$ cat src/verilog/eopc_pkg.sv
// constants, register map and stream types of the encoder output and pedestal control
// ==============================================================
// Operation
// - converter power-down bits 7, 6, 5
// - bit 2 bypasses overlay table
// - bit 7 selects reference sync source
// - wide range: 0..2047, half resolution
// - normal range: saturate to 0..1023
// - bit 4 inserts inverse-sinc filter
// - bit 2 removes luma from composite
// - bit 1 removes chroma from composite
// - bit 0 suppresses colour burst
// - even vector: 0x14 high, 0x15 low
// - even bits 0..14 map lines 10..24
// - even bit 15 covers lines 25..263
// - odd vector 15 bits, 0x16 high
// - odd bits 0..13 map lines 273..286
// - odd bit 14 covers lines 287..525
// - odd bits 6..0 from 0x17[7:1]
package eopc_pkg;
  // ============================================================
  // register indices, byte address is four times the index
  localparam logic [5:0] IDX_PWR   = 6'h10;
  localparam logic [5:0] IDX_PATH  = 6'h11;
  localparam logic [5:0] IDX_EVN_H = 6'h14;
  localparam logic [5:0] IDX_EVN_L = 6'h15;
  localparam logic [5:0] IDX_ODD_H = 6'h16;
  localparam logic [5:0] IDX_ODD_L = 6'h17;
  // ============================================================
  // field positions
  localparam int B_COMP_OFF = 7;
  localparam int B_CHRM_OFF = 6;
  localparam int B_LUMA_OFF = 5;
  localparam int B_OLUT_OFF = 2;
  localparam int B_REF_SEL  = 7;
  localparam int B_WIDE     = 5;
  localparam int B_SINC     = 4;
  localparam int B_LUMA_G   = 2;
  localparam int B_CHRM_G   = 1;
  localparam int B_BURST_G  = 0;
  localparam logic [7:0] PWR_MASK  = 8'hE4;
  localparam logic [7:0] PATH_MASK = 8'hB7;
  localparam logic [7:0] ODDL_MASK = 8'hFE;
  localparam logic [7:0] RST_VAL   = 8'h00;
  // ============================================================
  // line numbers of the pedestal windows
  localparam logic [9:0] E_FIRST = 10'h00A;
  localparam logic [9:0] E_LAST  = 10'h018;
  localparam logic [9:0] E_BODY  = 10'h019;
  localparam logic [9:0] E_END   = 10'h107;
  localparam logic [9:0] O_FIRST = 10'h111;
  localparam logic [9:0] O_LAST  = 10'h11E;
  localparam logic [9:0] O_BODY  = 10'h11F;
  localparam logic [9:0] O_END   = 10'h20D;
  // ============================================================
  // summer limits and pedestal level
  localparam logic signed [12:0] SUM_MAX  = 13'sh03FF;
  localparam logic signed [12:0] WIDE_MAX = 13'sh07FF;
  localparam logic signed [12:0] SUM_MIN  = 13'sh0000;
  localparam logic signed [12:0] PED_LVL  = 13'sh002C;
  localparam int SINC_SH    = 2;
  localparam int FIFO_DEPTH = 8;
  // overlay colour table, arbitrary contents
  localparam logic [7:0] OLUT [8] = '{8'h10, 8'h30, 8'h50, 8'h70,
                                       8'h90, 8'hB0, 8'hD0, 8'hF0};
  // ============================================================
  // stream words
  typedef struct packed {
    logic              field;
    logic [9:0]        line;
    logic [9:0]        luma;
    logic signed [9:0] chroma;
    logic signed [9:0] burst;
    logic [2:0]        overlay;
  } eopc_pix_t;
  typedef struct packed {
    logic [9:0] composite;
    logic       pedestal;
    logic [7:0] overlay;
  } eopc_vid_t;
endpackage : eopc_pkg

$ cat src/verilog/eopc_top.sv
// output stage and pedestal control of the encoder, with its input fifo
// ==============================================================
// fifo with parameter width and depth
module eopc_fifo #(
  parameter int W = 8,
  parameter int D = 8
) (
  input  wire logic         clk_i,
  input  wire logic         rst_i,
  input  wire logic         in_valid_i,
  output logic              in_ready_o,
  input  wire logic [W-1:0] in_data_i,
  output logic              out_valid_o,
  input  wire logic         out_ready_i,
  output logic [W-1:0]      out_data_o
);
  localparam int AW = $clog2(D);
  logic [W-1:0]  mem_q [D];
  logic [AW-1:0] wp_q;
  logic [AW-1:0] rp_q;
  logic [AW:0]   cnt_q;
  wire           push = in_valid_i && in_ready_o;
  wire           pop  = out_valid_o && out_ready_i;
  // honest flags from the fill count
  assign in_ready_o  = (cnt_q != (AW+1)'(D));
  assign out_valid_o = (cnt_q != '0);
  assign out_data_o  = mem_q[rp_q];
  // storage
  always_ff @(posedge clk_i) begin
    if (push) begin
      mem_q[wp_q] <= in_data_i;
    end
  end
  // pointers and count
  always_ff @(posedge clk_i or posedge rst_i) begin
    if (rst_i) begin
      wp_q  <= '0;
      rp_q  <= '0;
      cnt_q <= '0;
    end else begin
      wp_q  <= push ? AW'(wp_q + 1'b1) : wp_q;
      rp_q  <= pop ? AW'(rp_q + 1'b1) : rp_q;
      cnt_q <= (AW+1)'(cnt_q + push - pop);
    end
  end
endmodule : eopc_fifo

// ==============================================================
// top: ahb-lite registers, pin sync, composite path
module eopc_top
  import eopc_pkg::*;
(
  input  wire logic        clk_i,
  input  wire logic        rst_i,
  input  wire logic        hsel_i,
  input  wire logic [31:0] haddr_i,
  input  wire logic [1:0]  htrans_i,
  input  wire logic        hwrite_i,
  input  wire logic [2:0]  hsize_i,
  input  wire logic [31:0] hwdata_i,
  input  wire logic        hready_i,
  output logic             hreadyout_o,
  output logic             hresp_o,
  output logic [31:0]      hrdata_o,
  input  wire logic [9:0]  pixel_data_port_i,
  input  wire logic [9:0]  composite_video_input_i,
  output logic [7:0]       reference_sync_detector_o,
  output logic             composite_converter_off_o,
  output logic             chroma_converter_off_o,
  output logic             luma_converter_off_o,
  input  wire logic        pix_valid_i,
  output logic             pix_ready_o,
  input  wire eopc_pix_t   pix_i,
  output logic             vid_valid_o,
  input  wire logic        vid_ready_i,
  output eopc_vid_t        vid_o
);
  // ============================================================
  // register bus
  logic [7:0] pwr_q;
  logic [7:0] path_q;
  logic [7:0] evn_h_q;
  logic [7:0] evn_l_q;
  logic [7:0] odd_h_q;
  logic [7:0] odd_l_q;
  logic       wr_q;
  logic [5:0] idx_q;

  // address phase decode
  wire        acc_take = hsel_i && htrans_i[1] && hready_i;
  wire [7:0]  wbyte    = hwdata_i[7:0];
  wire        wr_pwr   = wr_q && (idx_q == IDX_PWR);
  wire        wr_path  = wr_q && (idx_q == IDX_PATH);
  wire        wr_evn_h = wr_q && (idx_q == IDX_EVN_H);
  wire        wr_evn_l = wr_q && (idx_q == IDX_EVN_L);
  wire        wr_odd_h = wr_q && (idx_q == IDX_ODD_H);
  wire        wr_odd_l = wr_q && (idx_q == IDX_ODD_L);

  // zero wait states, always okay
  assign hreadyout_o = 1'b1;
  assign hresp_o     = 1'b0;

  // capture the address phase
  always_ff @(posedge clk_i or posedge rst_i) begin
    if (rst_i) begin
      wr_q  <= 1'b0;
      idx_q <= '0;
    end else begin
      wr_q  <= acc_take && hwrite_i;
      idx_q <= acc_take ? haddr_i[7:2] : idx_q;
    end
  end

  // data phase writes, reserved bits never stored
  // reserved bits ignored
  always_ff @(posedge clk_i or posedge rst_i) begin
    if (rst_i) begin
      pwr_q   <= RST_VAL;
      path_q  <= RST_VAL;
      evn_h_q <= RST_VAL;
      evn_l_q <= RST_VAL;
      odd_h_q <= RST_VAL;
      odd_l_q <= RST_VAL;
    end else begin
      pwr_q   <= wr_pwr ? (wbyte & PWR_MASK) : pwr_q;
      path_q  <= wr_path ? (wbyte & PATH_MASK) : path_q;
      evn_h_q <= wr_evn_h ? wbyte : evn_h_q;
      evn_l_q <= wr_evn_l ? wbyte : evn_l_q;
      odd_h_q <= wr_odd_h ? wbyte : odd_h_q;
      odd_l_q <= wr_odd_l ? (wbyte & ODDL_MASK) : odd_l_q;
    end
  end

  // read mux, unmapped reads zero
  wire [7:0] rd_byte =
    (idx_q == IDX_PWR)   ? pwr_q   :
    (idx_q == IDX_PATH)  ? path_q  :
    (idx_q == IDX_EVN_H) ? evn_h_q :
    (idx_q == IDX_EVN_L) ? evn_l_q :
    (idx_q == IDX_ODD_H) ? odd_h_q :
    (idx_q == IDX_ODD_L) ? odd_l_q : 8'h00;
  assign hrdata_o = {24'h000000, rd_byte};

  // ============================================================
  // control fields
  wire        wide_range  = path_q[B_WIDE];
  wire        sinc_on     = path_q[B_SINC];
  wire        luma_gate   = path_q[B_LUMA_G];
  wire        chroma_gate = path_q[B_CHRM_G];
  wire        burst_gate  = path_q[B_BURST_G];
  wire        olut_off    = pwr_q[B_OLUT_OFF];
  wire [15:0] even_pedestal_vector = {evn_h_q, evn_l_q};
  wire [14:0] odd_pedestal_vector  = {odd_h_q, odd_l_q[7:1]};

  assign composite_converter_off_o = pwr_q[B_COMP_OFF];
  assign chroma_converter_off_o    = pwr_q[B_CHRM_OFF];
  assign luma_converter_off_o      = pwr_q[B_LUMA_OFF];

  // ============================================================
  // pin synchronisers for the sync detector sources
  logic [9:0] pd_s1_q;
  logic [9:0] pd_s2_q;
  logic [9:0] cv_s1_q;
  logic [9:0] cv_s2_q;
  logic [7:0] drs_q;
  always_ff @(posedge clk_i or posedge rst_i) begin
    if (rst_i) begin
      pd_s1_q <= '0;
      pd_s2_q <= '0;
      cv_s1_q <= '0;
      cv_s2_q <= '0;
    end else begin
      pd_s1_q <= pixel_data_port_i;
      pd_s2_q <= pd_s1_q;
      cv_s1_q <= composite_video_input_i;
      cv_s2_q <= cv_s1_q;
    end
  end

  wire [7:0] drs_d = path_q[B_REF_SEL] ? pd_s2_q[7:0] : cv_s2_q[9:2];
  always_ff @(posedge clk_i or posedge rst_i) begin
    if (rst_i) begin
      drs_q <= '0;
    end else begin
      drs_q <= drs_d;
    end
  end
  assign reference_sync_detector_o = drs_q;

  // ============================================================
  // input fifo
  eopc_pix_t fifo_data;
  logic      fifo_valid;
  logic      vid_valid_q;
  eopc_vid_t vid_q;
  wire       pop = fifo_valid && (!vid_valid_q || vid_ready_i);

  eopc_fifo #(.W($bits(eopc_pix_t)), .D(FIFO_DEPTH)) u_fifo (
    .clk_i       (clk_i),
    .rst_i       (rst_i),
    .in_valid_i  (pix_valid_i),
    .in_ready_o  (pix_ready_o),
    .in_data_i   (pix_i),
    .out_valid_o (fifo_valid),
    .out_ready_i (pop),
    .out_data_o  (fifo_data)
  );

  // ============================================================
  // pedestal line decode
  wire [9:0] ln      = fifo_data.line;
  wire [9:0] e_off   = 10'(ln - E_FIRST);
  wire [9:0] o_off   = 10'(ln - O_FIRST);
  wire       e_line  = (ln >= E_FIRST) && (ln <= E_LAST) && even_pedestal_vector[e_off[3:0]];
  wire       e_body  = (ln >= E_BODY) && (ln <= E_END) && even_pedestal_vector[15];
  wire       o_line  = (ln >= O_FIRST) && (ln <= O_LAST) && odd_pedestal_vector[o_off[3:0]];
  wire       o_body  = (ln >= O_BODY) && (ln <= O_END) && odd_pedestal_vector[14];
  wire       ped_on  = fifo_data.field ? (o_line || o_body) : (e_line || e_body);

  // ============================================================
  // composite summer
  // luma, chroma and burst gates, pedestal level
  wire signed [12:0] luma_t = luma_gate ? 13'sh0000 : $signed({3'b000, fifo_data.luma});
  wire signed [12:0] chr_t  = chroma_gate ? 13'sh0000 : 13'(fifo_data.chroma);
  wire signed [12:0] bst_t  = burst_gate ? 13'sh0000 : 13'(fifo_data.burst);
  wire signed [12:0] ped_t  = ped_on ? PED_LVL : 13'sh0000;
  wire signed [12:0] sum    = 13'(luma_t + chr_t + bst_t + ped_t);

  // inverse-sinc peaking on the composite sum
  logic signed [12:0] prev_q;
  wire signed [12:0]  diff  = 13'(sum - prev_q);
  wire signed [12:0]  peak  = 13'(sum + (diff >>> SINC_SH));
  wire signed [12:0]  filt  = sinc_on ? peak : sum;

  wire signed [12:0]  wlim  = (filt > WIDE_MAX) ? WIDE_MAX :
                              (filt < SUM_MIN) ? SUM_MIN : filt;
  wire signed [12:0]  nlim  = (filt > SUM_MAX) ? SUM_MAX :
                              (filt < SUM_MIN) ? SUM_MIN : filt;
  wire [9:0]          comp  = wide_range ? wlim[10:1] : nlim[9:0];

  wire [7:0] ovl = olut_off ? {fifo_data.overlay, 5'h00} : OLUT[fifo_data.overlay];

  // output register and filter history
  always_ff @(posedge clk_i or posedge rst_i) begin
    if (rst_i) begin
      vid_valid_q <= 1'b0;
      vid_q       <= '0;
      prev_q      <= '0;
    end else begin
      vid_valid_q <= pop ? 1'b1 : (vid_ready_i ? 1'b0 : vid_valid_q);
      vid_q       <= pop ? '{composite: comp, pedestal: ped_on, overlay: ovl} : vid_q;
      prev_q      <= pop ? sum : prev_q;
    end
  end
  assign vid_valid_o = vid_valid_q;
  assign vid_o       = vid_q;
endmodule : eopc_top

$ cat config.mk
export PLATFORM = sky130hd
export DESIGN_NAME = eopc_top
export DESIGN_NICKNAME = d
export VERILOG_FILES = /design/src/verilog/eopc_pkg.sv /design/src/verilog/eopc_top.sv
export SDC_FILE = /design/constraint.sdc
export NUM_CORES = 1
export LEC_CHECK = 0
export BUFFER_PORTS_ARGS = -buffer_cell sky130_fd_sc_hd__buf_2
export CAP_MARGIN = 20
export CORE_ASPECT_RATIO = 1.2
export CORE_UTILIZATION = 40
export CTS_CLUSTER_DIAMETER = 30
export CTS_CLUSTER_SIZE = 25
export DETAILED_ROUTE_END_ITERATION = 7
export HOLD_SLACK_MARGIN = 0.12
export SYNTH_ARGS = -nofsm -noshare
export SYNTH_HDL_FRONTEND = slang
export SYNTH_HIERARCHICAL = 1
export SYNTH_SLANG_ARGS = --single-unit
$ cat constraint.sdc
create_clock -name clk_i -period 11.4 [get_ports clk_i]
set_clock_uncertainty 0.2 [all_clocks]
set_input_delay 2.28 -clock clk_i [delete_from_list [all_inputs] [get_ports clk_i]]
set_output_delay 2.28 -clock clk_i [all_outputs]
set_load 0.05 [all_outputs]
* Word-level counts from Yosys, hierarchy flattened
Memory sizes are Yosys's and may differ from the RTL's. Cells that the tools add are included.
Cells by class: add/sub/neg operators 11, multipliers 0, divide/modulo/power cells 0, magnitude comparators 14, equality and inequality tests 7, shift operators 0, muxes and demuxes 28, bitwise operators 1, reductions and logical operators 26
Operators with widths (number):
- 2-to-1 mux 8 bit | 10
- 2-to-1 mux 13 bit | 3
- equality test 6 x 5 -> 1 bit (second input constant) | 6
- 2-to-1 mux 10 bit | 3
- 2-to-1 mux 11 bit | 2
- greater-or-equal comparator 10 x 9 -> 1 bit (second input constant) | 2
- less-or-equal comparator 10 x 9 -> 1 bit (second input constant) | 2
- logical AND 1 bit | 20
- adder 11 x 13 -> 13 bit | 1
- adder 13 x 11 -> 13 bit | 1
- adder 13 bit | 1
- adder 13 x 7 -> 13 bit | 1
- greater-than comparator 13 x 11 -> 1 bit (second input constant) | 1
- greater-than comparator 13 x 12 -> 1 bit (second input constant) | 1
- less-than comparator 13 x 1 -> 1 bit (second input constant) | 1
- subtractor 13 bit | 1
- greater-or-equal comparator 10 x 4 -> 1 bit (second input constant) | 1
- greater-or-equal comparator 10 x 5 -> 1 bit (second input constant) | 1
- less-or-equal comparator 10 bit (second input constant) | 1
- less-or-equal comparator 10 x 5 -> 1 bit (second input constant) | 1
- less-than comparator 4 x 5 -> 1 bit (second input constant) | 2
- binary-select mux 1 bit (select 4 bit) | 2
- 2-to-1 mux 1 bit | 7
- adder 3 x 1 -> 3 bit (second input constant) | 2
- other kinds (12) | 14
Word-level totals: bits in registers 135, latch bits 0, memory bits (writable) 352, bits in read-only memories 64, input port bits 140, output and inout port bits 66, logic and storage cells 110, memories 2
Memory list:
- u_fifo.mem_q | depth 8, bits a word 44, rd ports 1, clocked after memory_dff 0, wr ports 1, RTL line eopc_top.sv:18 | logic [W-1:0] mem_q [D];
- (no name shown) | depth 8, bits a word 8, rd ports 1, clocked after memory_dff 0, wr ports 0, RTL line eopc_top.sv:241 | wire [7:0] ovl = olut_off ? {fifo_data.overlay, 5'h00} : OLUT[fifo_data.overlay];

* Logic depth before layout (Yosys ltp)
Gate-level depths: netlist of run 1. An unclocked memory read counts as a cell.
depth after elaboration 16, mapped depth 39, gate-level depth less buffers 35

* Hierarchy
Netlist of run 1, hierarchy kept.
Modules (own cells, without submodules):
- eopc_fifo | times used 1, cells each 565, area each 13782.0 sq um
- eopc_top | times used 1, cells each 738, area each 7637.3 sq um

* Worst setup path after synthesis of run 1
Ideal clock, no wire load.
kind register to register, start point register u_fifo.rp_q[0], end point register vid_q (netlist bit vid_o[14]), arrival 9383 ps, data required time 11055 ps, path slack 1672 ps, stages on the path, launching flop included 39, buffers on the path 3, clock period less this slack 9728 ps, path through dfrtp_1 buf_6 buf_2 mux4_2 mux2_2 buf_1 inv_1 ha_1 xor2_1 mux2_2 a21oi_1 o211a_1 o31ai_1 a31o_2 fa_1 inv_1 fa_1 inv_1 (+3 left out) a2111oi_0 nor2_1 a21o_1 xnor2_1 ha_1 nand2_1 o21ai_0 mux2i_1 o31ai_2 nor2_1 xnor2_1 ha_1 nor3b_1 o21ai_0 o311ai_1 or2_2 a2111oi_4 a22oi_1
RTL lines:
- from (decl) | RTL line eopc_top.sv:20 | logic [AW-1:0] rp_q;
- from (signal assigned) | RTL line eopc_top.sv:42 | rp_q <= pop ? AW'(rp_q + 1'b1) : rp_q;
- to (signal assigned) | RTL line eopc_top.sv:251 | vid_q <= pop ? '{composite: comp, pedestal: ped_on, overlay: ovl} : vid_q;
- to (decl) | RTL line eopc_top.sv:195 | eopc_vid_t vid_q;

==> key figures, run 1 <==
Synthesis
  – #FFs+latches synth: 479
  – Syn. warnings: 6
  – Most frequent cell after synthesis: edfxtp_1
  – Area leader, netlist: edfxtp_1
  – Sequential area share after synthesis: 0.642
  – Post-synth EDFFs: 352
  – Post-synthesis cell type count: 72
  – Synth Instances: 1303
  – Post-synth top area share: 0.493
  – Most instantiated cells after synthesis: 352 x edfxtp_1, 127 x dfrtp_1, 104 x mux2_2, 100 x mux4_2, 70 x nand2_1
  – Mean Syn Cell Area: 16.4 um2
  – Post-Syn Area: 21400 um2
  – Ys flop type: edfxtp_1
  – Synth area leaders: edfxtp_1 49%, dfrtp_1 15%, mux4_2 11%
  – Asr flop ratio synth: 0.265

Timing
  – Final worst slack: 683 ps
  – Final setup viols: 0
  – Unrepaired setup endpoints after global routing: false
  – Fin crit share: 0.940
  – Slew headroom: 0.397
  – Fin. Hold Viols: 0
  – Setup TNS Final: 0 ps
  – Fin crit period: 10720 ps
  – Worst-Margin Slew: 904 ps
  – Fmax achieved: 93.3 MHz
  – Fin. max-slew vios: 0

Worst setup path
  – CP endpoint kind: register
  – Reg2reg start: u_fifo/rp_q[0]
  – Most common cell on crit path: ha_1
  – Worst endpoint required time: 11650 ps
  – CP Data Arrival Time: 10970 ps
  – Max stage delay on crit path: 590 ps
  – Worst Path Max Fanout: 13
  – End of the worst register-to-register path: vid_o[13]
  – Reg2Reg Depth: 35
  – Slowest CP cell: fa_1
  – Startpoint types: register
  – Kind of critical path: register to register
  – Worst setup path startpoint: u_fifo/rp_q[0]
  – Internal reg-to-reg setup slack: 680 ps

Place
  – PortBufs: 117
  – Post-DP HPWL: 28.1 mm
  – Placed Area: 22700 um2
  – DP Worst Slack: 563 ps
  – Gpl congestion: 0.803

Floorplan
  – Die Area: 54500 um2
  – Site row count: 92
  – Core Region: 52700 um2
  – Initial Util: 0.406
  – Die height: 255 um
  – I/O pin count: 206
  – Die width: 213 um

Status
  – Status: finished clean

Layout
  – Fraction of layout instances using a drive strength above 1: 0.333
  – Finished Cell Area: 25800 um2
  – Area Overhead vs Synth: 20.5%
  – Fill cells: 4449
  – FF/Latch Area: 13800 um2
  – Final core utilization: 0.490
  – Nets@finish: 1688
  – Multi-input logic area: 7150 um2

CTS
  – Clock latency on the worst-skew pair: 630 ps
  – Root Driver: clkbuf_16
  – Clock sink count: 479
  – Htree depth: 3
  – Cts bufs inserted: 87
  – Worst-case clock buffer depth: 3
  – Cts-stage hold buffer count: 0
  – Clock slew at reported path FFs: 50 ps
  – Setup Buffers After CTS: 0
  – CTS tree: built

Routing
  – Pre-antenna DRT Iters: 5
  – Via count: 11700
  – Drc violations: 0
  – Routed Antenna Nets: 0
  – DR vias/cell: 5.21
  – Routed WL per cell: 20.4 um
  – Routed WL: 45.8 mm
  – DRT iter0 DRCs: 645

Hold path
  – Hold_sp: pd_s1_q[0]
  – Hold path cells: 0
  – Hold Path Class: register to register
  – Worst hold endpoint: pd_s2_q[0]

Global route
  – GRT overflow: 0
  – Largest net degree at the start of global routing: 74
  – Total track usage: 0.172
  – Initial antenna violation count: 9
  – First-pass GRT wire length: 70.7 mm
  – Vias in the first global route: 12400

Run
  – Max Cap Violations: 0
final cells by class:
class,instances,area share
flip-flops and latches,479,0.533
repair buffers,134,0.0281
well taps,705,0.0342
inverters,60,0.00882
multi-input cells,713,0.277
clock buffers,96,0.0881
diodes,1,0.0000969
clock inverters,64,0.0310
metrics by stage:
stage | cells | hold slack [ps]
5_1_grt | 2251 | 147
3_3_place_gp | 2091 | 133
2_1_floorplan | 1331 | 131
3_5_place_dp | 2091 | 135
6_report | 2252 | 140
4_1_cts | 2251 | 146
cell families (layout without fill, tap and decap cells):
kind of cell / count (synthesis) / after routing / synth area share
flops: 479 / 479 / 0.642
mux: 217 / 217 / 0.166
simple gates: 215 / 215 / 0.0511
compound gates: 150 / 150 / 0.0484
buf+inv: 139 / 354 / 0.0321
fa+ha+maj: 73 / 73 / 0.0486
xor+xnor: 28 / 28 / 0.0114
other cells: 2 / 31 / 0.000351
critical path: cells and delay by family (launching register included):
| kind | cells | cell delay [ps] |
|---|---|---|
| buf+inv | 3 | 310 |
| mux | 4 | 1660 |
| xor+xnor | 3 | 810 |
| compound gates | 14 | 3490 |
| flops | 1 | 520 |
| fa+ha+maj | 6 | 2420 |
| simple gates | 5 | 1080 |
sequential cells by signal (all words and copies together), names as in the netlist, 4 cells and up:
register and count:
cv_s2_q 8, cv_s1_q 8, u_fifo/cnt_q 4, reference_sync_detector_o 8, pd_s1_q 8, u_fifo/mem_q 352
vid_o 15, idx_q 6, pd_s2_q 8, evn_l_q 8, odd_h_q 8, prev_q 13
odd_l_q 7, pwr_q 4, path_q 6, evn_h_q 8
repair_timing:
| item | in CTS | in global routing |
|---|---|---|
| endpoints found under the hold margin | 0 | 0 |
| endpoints found under the setup margin | 0 | 10 |
| resized for setup | 0 | 2 |
per-layer routing:
| layer | routed length [um] | vias up | global-route usage |
|---|---|---|---|
| met1 | 19000 | 6013 | 0.210 |
| met4 | 920 | 18 | 0.0591 |
| li1 | - | 5333 | - |
| met2 | 23100 | 289 | 0.294 |
| met3 | 2700 | 84 | 0.0458 |
| met5 | 112 | - | 0 |
layout by cell type, fill, tap and decap left out, types with 9 or more instances in the layout:
cell type / n
fa_1: 17
a21oi_1: 27
edfxtp_1: 352
nand3_1: 13
nand2_1: 70
o21ai_0: 43
ha_1: 56
nor2_1: 31
buf_2: 117
clkinvlp_4: 10
clkbuf_16: 89
xnor2_1: 20
mux2i_1: 12
clkinv_2: 11
bufinv_16: 12
mux2_2: 104
conb_1: 30
inv_6: 9
inv_1: 58
a21o_1: 10
nor2b_1: 14
nand2b_1: 28
buf_4: 16
dfrtp_1: 124
mux4_2: 100
clkinv_1: 9
worst max-delay path by stage:
stage               depth (start not counted)  slack, ps        end
floorplan                                  38       1670  vid_o[14]
global placement                           35        710  vid_o[14]
detailed placement                         35        560  vid_o[13]
CTS                                        35        430  vid_o[13]
global route                               35         40  vid_o[12]
finish                                     35        680  vid_o[13]
Power of run 1 is left out: the tool's default activity adds up to more than one toggle a clock period on the data nets, which glitch-free logic cannot reach.
==> run 2: changes to the inputs <==
CORE_UTILIZATION = 59   (was 40)
PLACE_DENSITY = 0.82   (was unset)
==> run 2 against run 1 <==
Cell count shrank 12%. Worst hold slack gained 5.1 ps. Global-route usage grew 9.2 points. Clock-buffer cell count shrank 9. Non-clock buffer count shrank 1. Wire length grew 3.2%. Critical path depth is the same. Critical path type unchanged.
==> key figures, run 2 (synthesis gave the netlist of run 1 again) <==
Timing
  – Final setup viols: 0
  – WHS: 145 ps
  – Fin crit period: 10850 ps
  – Unrepaired setup endpoints after global routing: false
  – Fmax achieved: 92.1 MHz
  – Fin crit share: 0.952
  – Worst-Margin Slew: 901 ps
  – Fin. max-slew vios: 0
  – Slew headroom: 0.400
  – Fin. Hold Viols: 0
  – Setup TNS Final: 0 ps

Place
  – PortBufs: 117
  – Post-DP HPWL: 27.0 mm
  – Gpl congestion: 0.905

Layout
  – Largest Register: u_fifo/mem_q
  – Area Overhead vs Synth: 16.6%
  – Most common cell after layout, fill and taps aside: edfxtp_1
  – Fraction of layout instances using a drive strength above 1: 0.320
  – Most frequent cells in the layout: 352 x edfxtp_1, 124 x dfrtp_1, 117 x buf_2, 104 x mux2_2, 100 x mux4_2
  – Nets@finish: 1675
  – Max reg flops: 352

Floorplan
  – Site row count: 76
  – Die Area: 37100 um2
  – I/O pin count: 206
  – Core Region: 35800 um2
  – Initial Util: 0.597
  – Die width: 176 um
  – Die height: 211 um

Routing
  – Drc violations: 0
  – Via count: 12100
  – Routed WL: 47.3 mm
  – Routed Antenna Nets: 0
  – Pre-antenna DRT Iters: 5
  – Routed WL per cell: 23.8 um
  – DRT iter0 DRCs: 791
  – DR vias/cell: 6.08

CTS
  – Cts bufs inserted: 75
  – Clock sink count: 479
  – Htree depth: 3
  – Worst-case clock buffer depth: 3
  – Root Driver: clkbuf_16
  – Clock slew at reported path FFs: 50 ps
  – Clock latency on the worst-skew pair: 610 ps
  – CTS tree: built

Worst setup path
  – Worst Path Max Fanout: 21
  – Kind of critical path: register to register
  – CP Data Arrival Time: 11080 ps
  – Worst endpoint required time: 11630 ps
  – Internal reg-to-reg setup slack: 550 ps
  – Startpoint types: register
  – Most common cell on crit path: ha_1
  – CP endpoint kind: register
  – Max stage delay on crit path: 690 ps
  – Reg2Reg Depth: 35
  – Slowest CP cell: dfrtp_4

Global route
  – First-pass GRT wire length: 73.1 mm
  – Total track usage: 0.265
  – Vias in the first global route: 12900
  – Largest net degree at the start of global routing: 73
  – GRT overflow: 0
  – Initial antenna violation count: 3

Hold path
  – Hold path cells: 0
  – Hold Path Class: register to register

Status
  – Status: finished clean

Run
  – Max Cap Violations: 0
-- run 2: area by class of cell --
| class | count | area, um2 |
|---|---|---|
| clock inverter | 49 | 584 |
| sequential | 479 | 13800 |
| inverter | 60 | 228 |
| antenna | 1 | 2.50 |
| timing repair buffer | 133 | 706 |
| tap | 468 | 586 |
| multi-input combinational | 713 | 7140 |
| fill | 2203 | 10900 |
| clock buffer | 87 | 1960 |
-- run 2: layer usage --
layer | part of all wire | track usage
met1 | 0.39 | 0.325
met2 | 0.52 | 0.455
met3 | 0.068 | 0.0560
met4 | 0.029 | 0.112
met5 | 0.00051 | 0
-- run 2: metrics by stage --
| step | setup slack [ps] | std cells | cell area (um2) | util |
|---|---|---|---|---|
| after CTS | 472 | 1989 | 25000 | 0.696 |
| final | 548 | 1990 | 25000 | 0.697 |
| after floorplan | 1670 | 1331 | 21500 | - |
| after global placement | 813 | 1853 | 22400 | 0.625 |
| after detailed placement | 638 | 1853 | 22400 | 0.625 |
| after global routing | 3.65 | 1989 | 25000 | 0.696 |
-- run 2: path summary, 6_finish.rpt --
| path | startpoint | endpoint |
|---|---|---|
| min | cv_s1_q[2] | cv_s2_q[2] |
| min in group asynchronous | rst_i | u_fifo/rp_q[0] |
| max | u_fifo/rp_q[0] | vid_o[14] |
| min reg2reg | cv_s1_q[2] | cv_s2_q[2] |
| max reg2reg | u_fifo/rp_q[0] | vid_o[14] |
| max in group asynchronous | rst_i | cv_s2_q[3] |
-- run 2: timing repair --
item,4_1_cts,5_1_grt
resized for setup,0,1
endpoints found under the setup margin,0,4
hold buffers,0,0
setup buffers,0,0
-- run 2: worst max-delay path: cells and delay by family (launching register included) --
kind | cells | cell delay [ps]
adders and majority gates | 6 | 2410
xor gates and xnor gates | 3 | 770
muxes | 4 | 1670
and+or+nand+nor | 5 | 1050
AOI/OAI and AO/OA | 14 | 3560
DFF | 1 | 690
buffers and inverters | 3 | 320
Power of run 2 is left out for the same reason.
==> run 3: changes to the inputs <==
PLACE_DENSITY = 0.91   (was 0.82)
==> run 3 against run 2 <==
Non-clock buffer count is the same. Critical path depth unchanged. Global-route usage up 0.91 points. Flip-flop and latch count unchanged. Register-to-register slack better by 150 ps.
==> key figures, run 3 (synthesis gave the netlist of run 1 again) <==
Floorplan
  – Die Area: 37100 um2
  – Die width: 176 um
  – Site row count: 76
  – Initial Util: 0.597
  – Core Region: 35800 um2
  – I/O pin count: 206
  – Die height: 211 um

Worst setup path
  – CP delay by family, top: compound AO/OA/AOI/OAI gates
  – Critical path buffer and inverter count: 3
  – Worst Path Max Fanout: 13
  – CP endpoint kind: register
  – Most common cell on crit path: ha_1
  – CP Data Arrival Time: 10900 ps
  – Slowest CP cell: fa_1
  – Kind of critical path: register to register
  – Worst endpoint required time: 11600 ps
  – Startpoint types: register
  – Max stage delay on crit path: 600 ps

Timing
  – Final setup viols: 0
  – Unrepaired setup endpoints after global routing: false
  – Fin crit period: 10700 ps
  – Slew headroom: 0.409
  – Fin crit share: 0.939
  – Fin. max-slew vios: 0
  – Fin. Hold Viols: 0
  – Fmax achieved: 93.4 MHz
  – Worst-Margin Slew: 887 ps
  – Setup TNS Final: 0 ps

Routing
  – Routed WL per cell: 25.1 um
  – Routed Antenna Nets: 0
  – Pre-antenna DRT Iters: 5
  – Drc violations: 0
  – DR vias/cell: 6.24
  – Via count: 12300
  – Routed WL: 49.5 mm
  – DRT iter0 DRCs: 1339

CTS
  – Clock latency on the worst-skew pair: 570 ps
  – Root Driver: clkbuf_16
  – Cts bufs inserted: 68
  – Htree depth: 3
  – Worst-case clock buffer depth: 3
  – Clock sink count: 479
  – Setup Buffers After CTS: 0
  – CTS tree: built
  – Clock slew at reported path FFs: 50 ps

Layout
  – Largest Register: u_fifo/mem_q
  – Area Overhead vs Synth: 15.4%
  – Most common cell after layout, fill and taps aside: edfxtp_1
  – Most frequent cells in the layout: 352 x edfxtp_1, 124 x dfrtp_1, 117 x buf_2, 104 x mux2_2, 100 x mux4_2
  – Max reg flops: 352
  – Nets@finish: 1668
  – Fraction of layout instances using a drive strength above 1: 0.313

Place
  – PortBufs: 117
  – Post-DP HPWL: 27.8 mm
  – Gpl congestion: 0.901

Run
  – Max Cap Violations: 0

Global route
  – Largest net degree at the start of global routing: 72
  – First-pass GRT wire length: 75.5 mm
  – Total track usage: 0.274
  – Initial antenna violation count: 5
  – Vias in the first global route: 12900
  – GRT overflow: 0

Status
  – Status: finished clean

Hold path
  – Hold Path Class: register to register
==> run 3: path summary, 6_finish.rpt <==
path / start / slack, ps / cells after the start / to
max: u_fifo/rp_q[0] / 700 / 35 / vid_o[13]
min: pd_s1_q[7] / 140 / 0 / pd_s2_q[7]
max reg2reg: u_fifo/rp_q[0] / 700 / 35 / vid_o[13]
min reg2reg: pd_s1_q[7] / 140 / 0 / pd_s2_q[7]
max in group asynchronous: rst_i / 8030 / 3 / prev_q[4]
min in group asynchronous: rst_i / 1550 / 2 / u_fifo/wp_q[0]
==> run 3: cell type report <==
type | instances | area [um2]
fill | 2144 | 11100
clock buffer | 79 | 1780
multi-input combinational | 713 | 7140
timing repair buffer | 133 | 706
clock inverter | 40 | 498
inverter | 60 | 228
tap | 468 | 586
sequential | 479 | 13800
antenna | 3 | 7.51
==> run 3: metrics by stage <==
stage	utilization	instances	instance area [um2]	hold WS [ps]	setup slack, ps
after detailed placement	0.625	1853	22400	135	692
after floorplan	-	1331	21500	131	1670
after CTS	0.689	1972	24700	142	513
final	0.689	1975	24700	139	697
after global placement	0.625	1853	22400	133	979
after global routing	0.689	1974	24700	152	119
==> run 3: repair_timing <==
action | 4_1_cts | 5_1_grt
gates resized for setup | 0 | 2
hold buffers | 0 | 0
endpoints found under the setup margin | 0 | 5
==> run 3: per-layer routing <==
layer / vias up / global-route usage / routed length (um)
met5: - / 0 / 37
met2: 662 / 0.474 / 25400
met3: 125 / 0.0560 / 3800
met1: 6257 / 0.338 / 18700
met4: 6 / 0.109 / 1550
li1: 5280 / - / -
Power of run 3 is left out for the same reason.
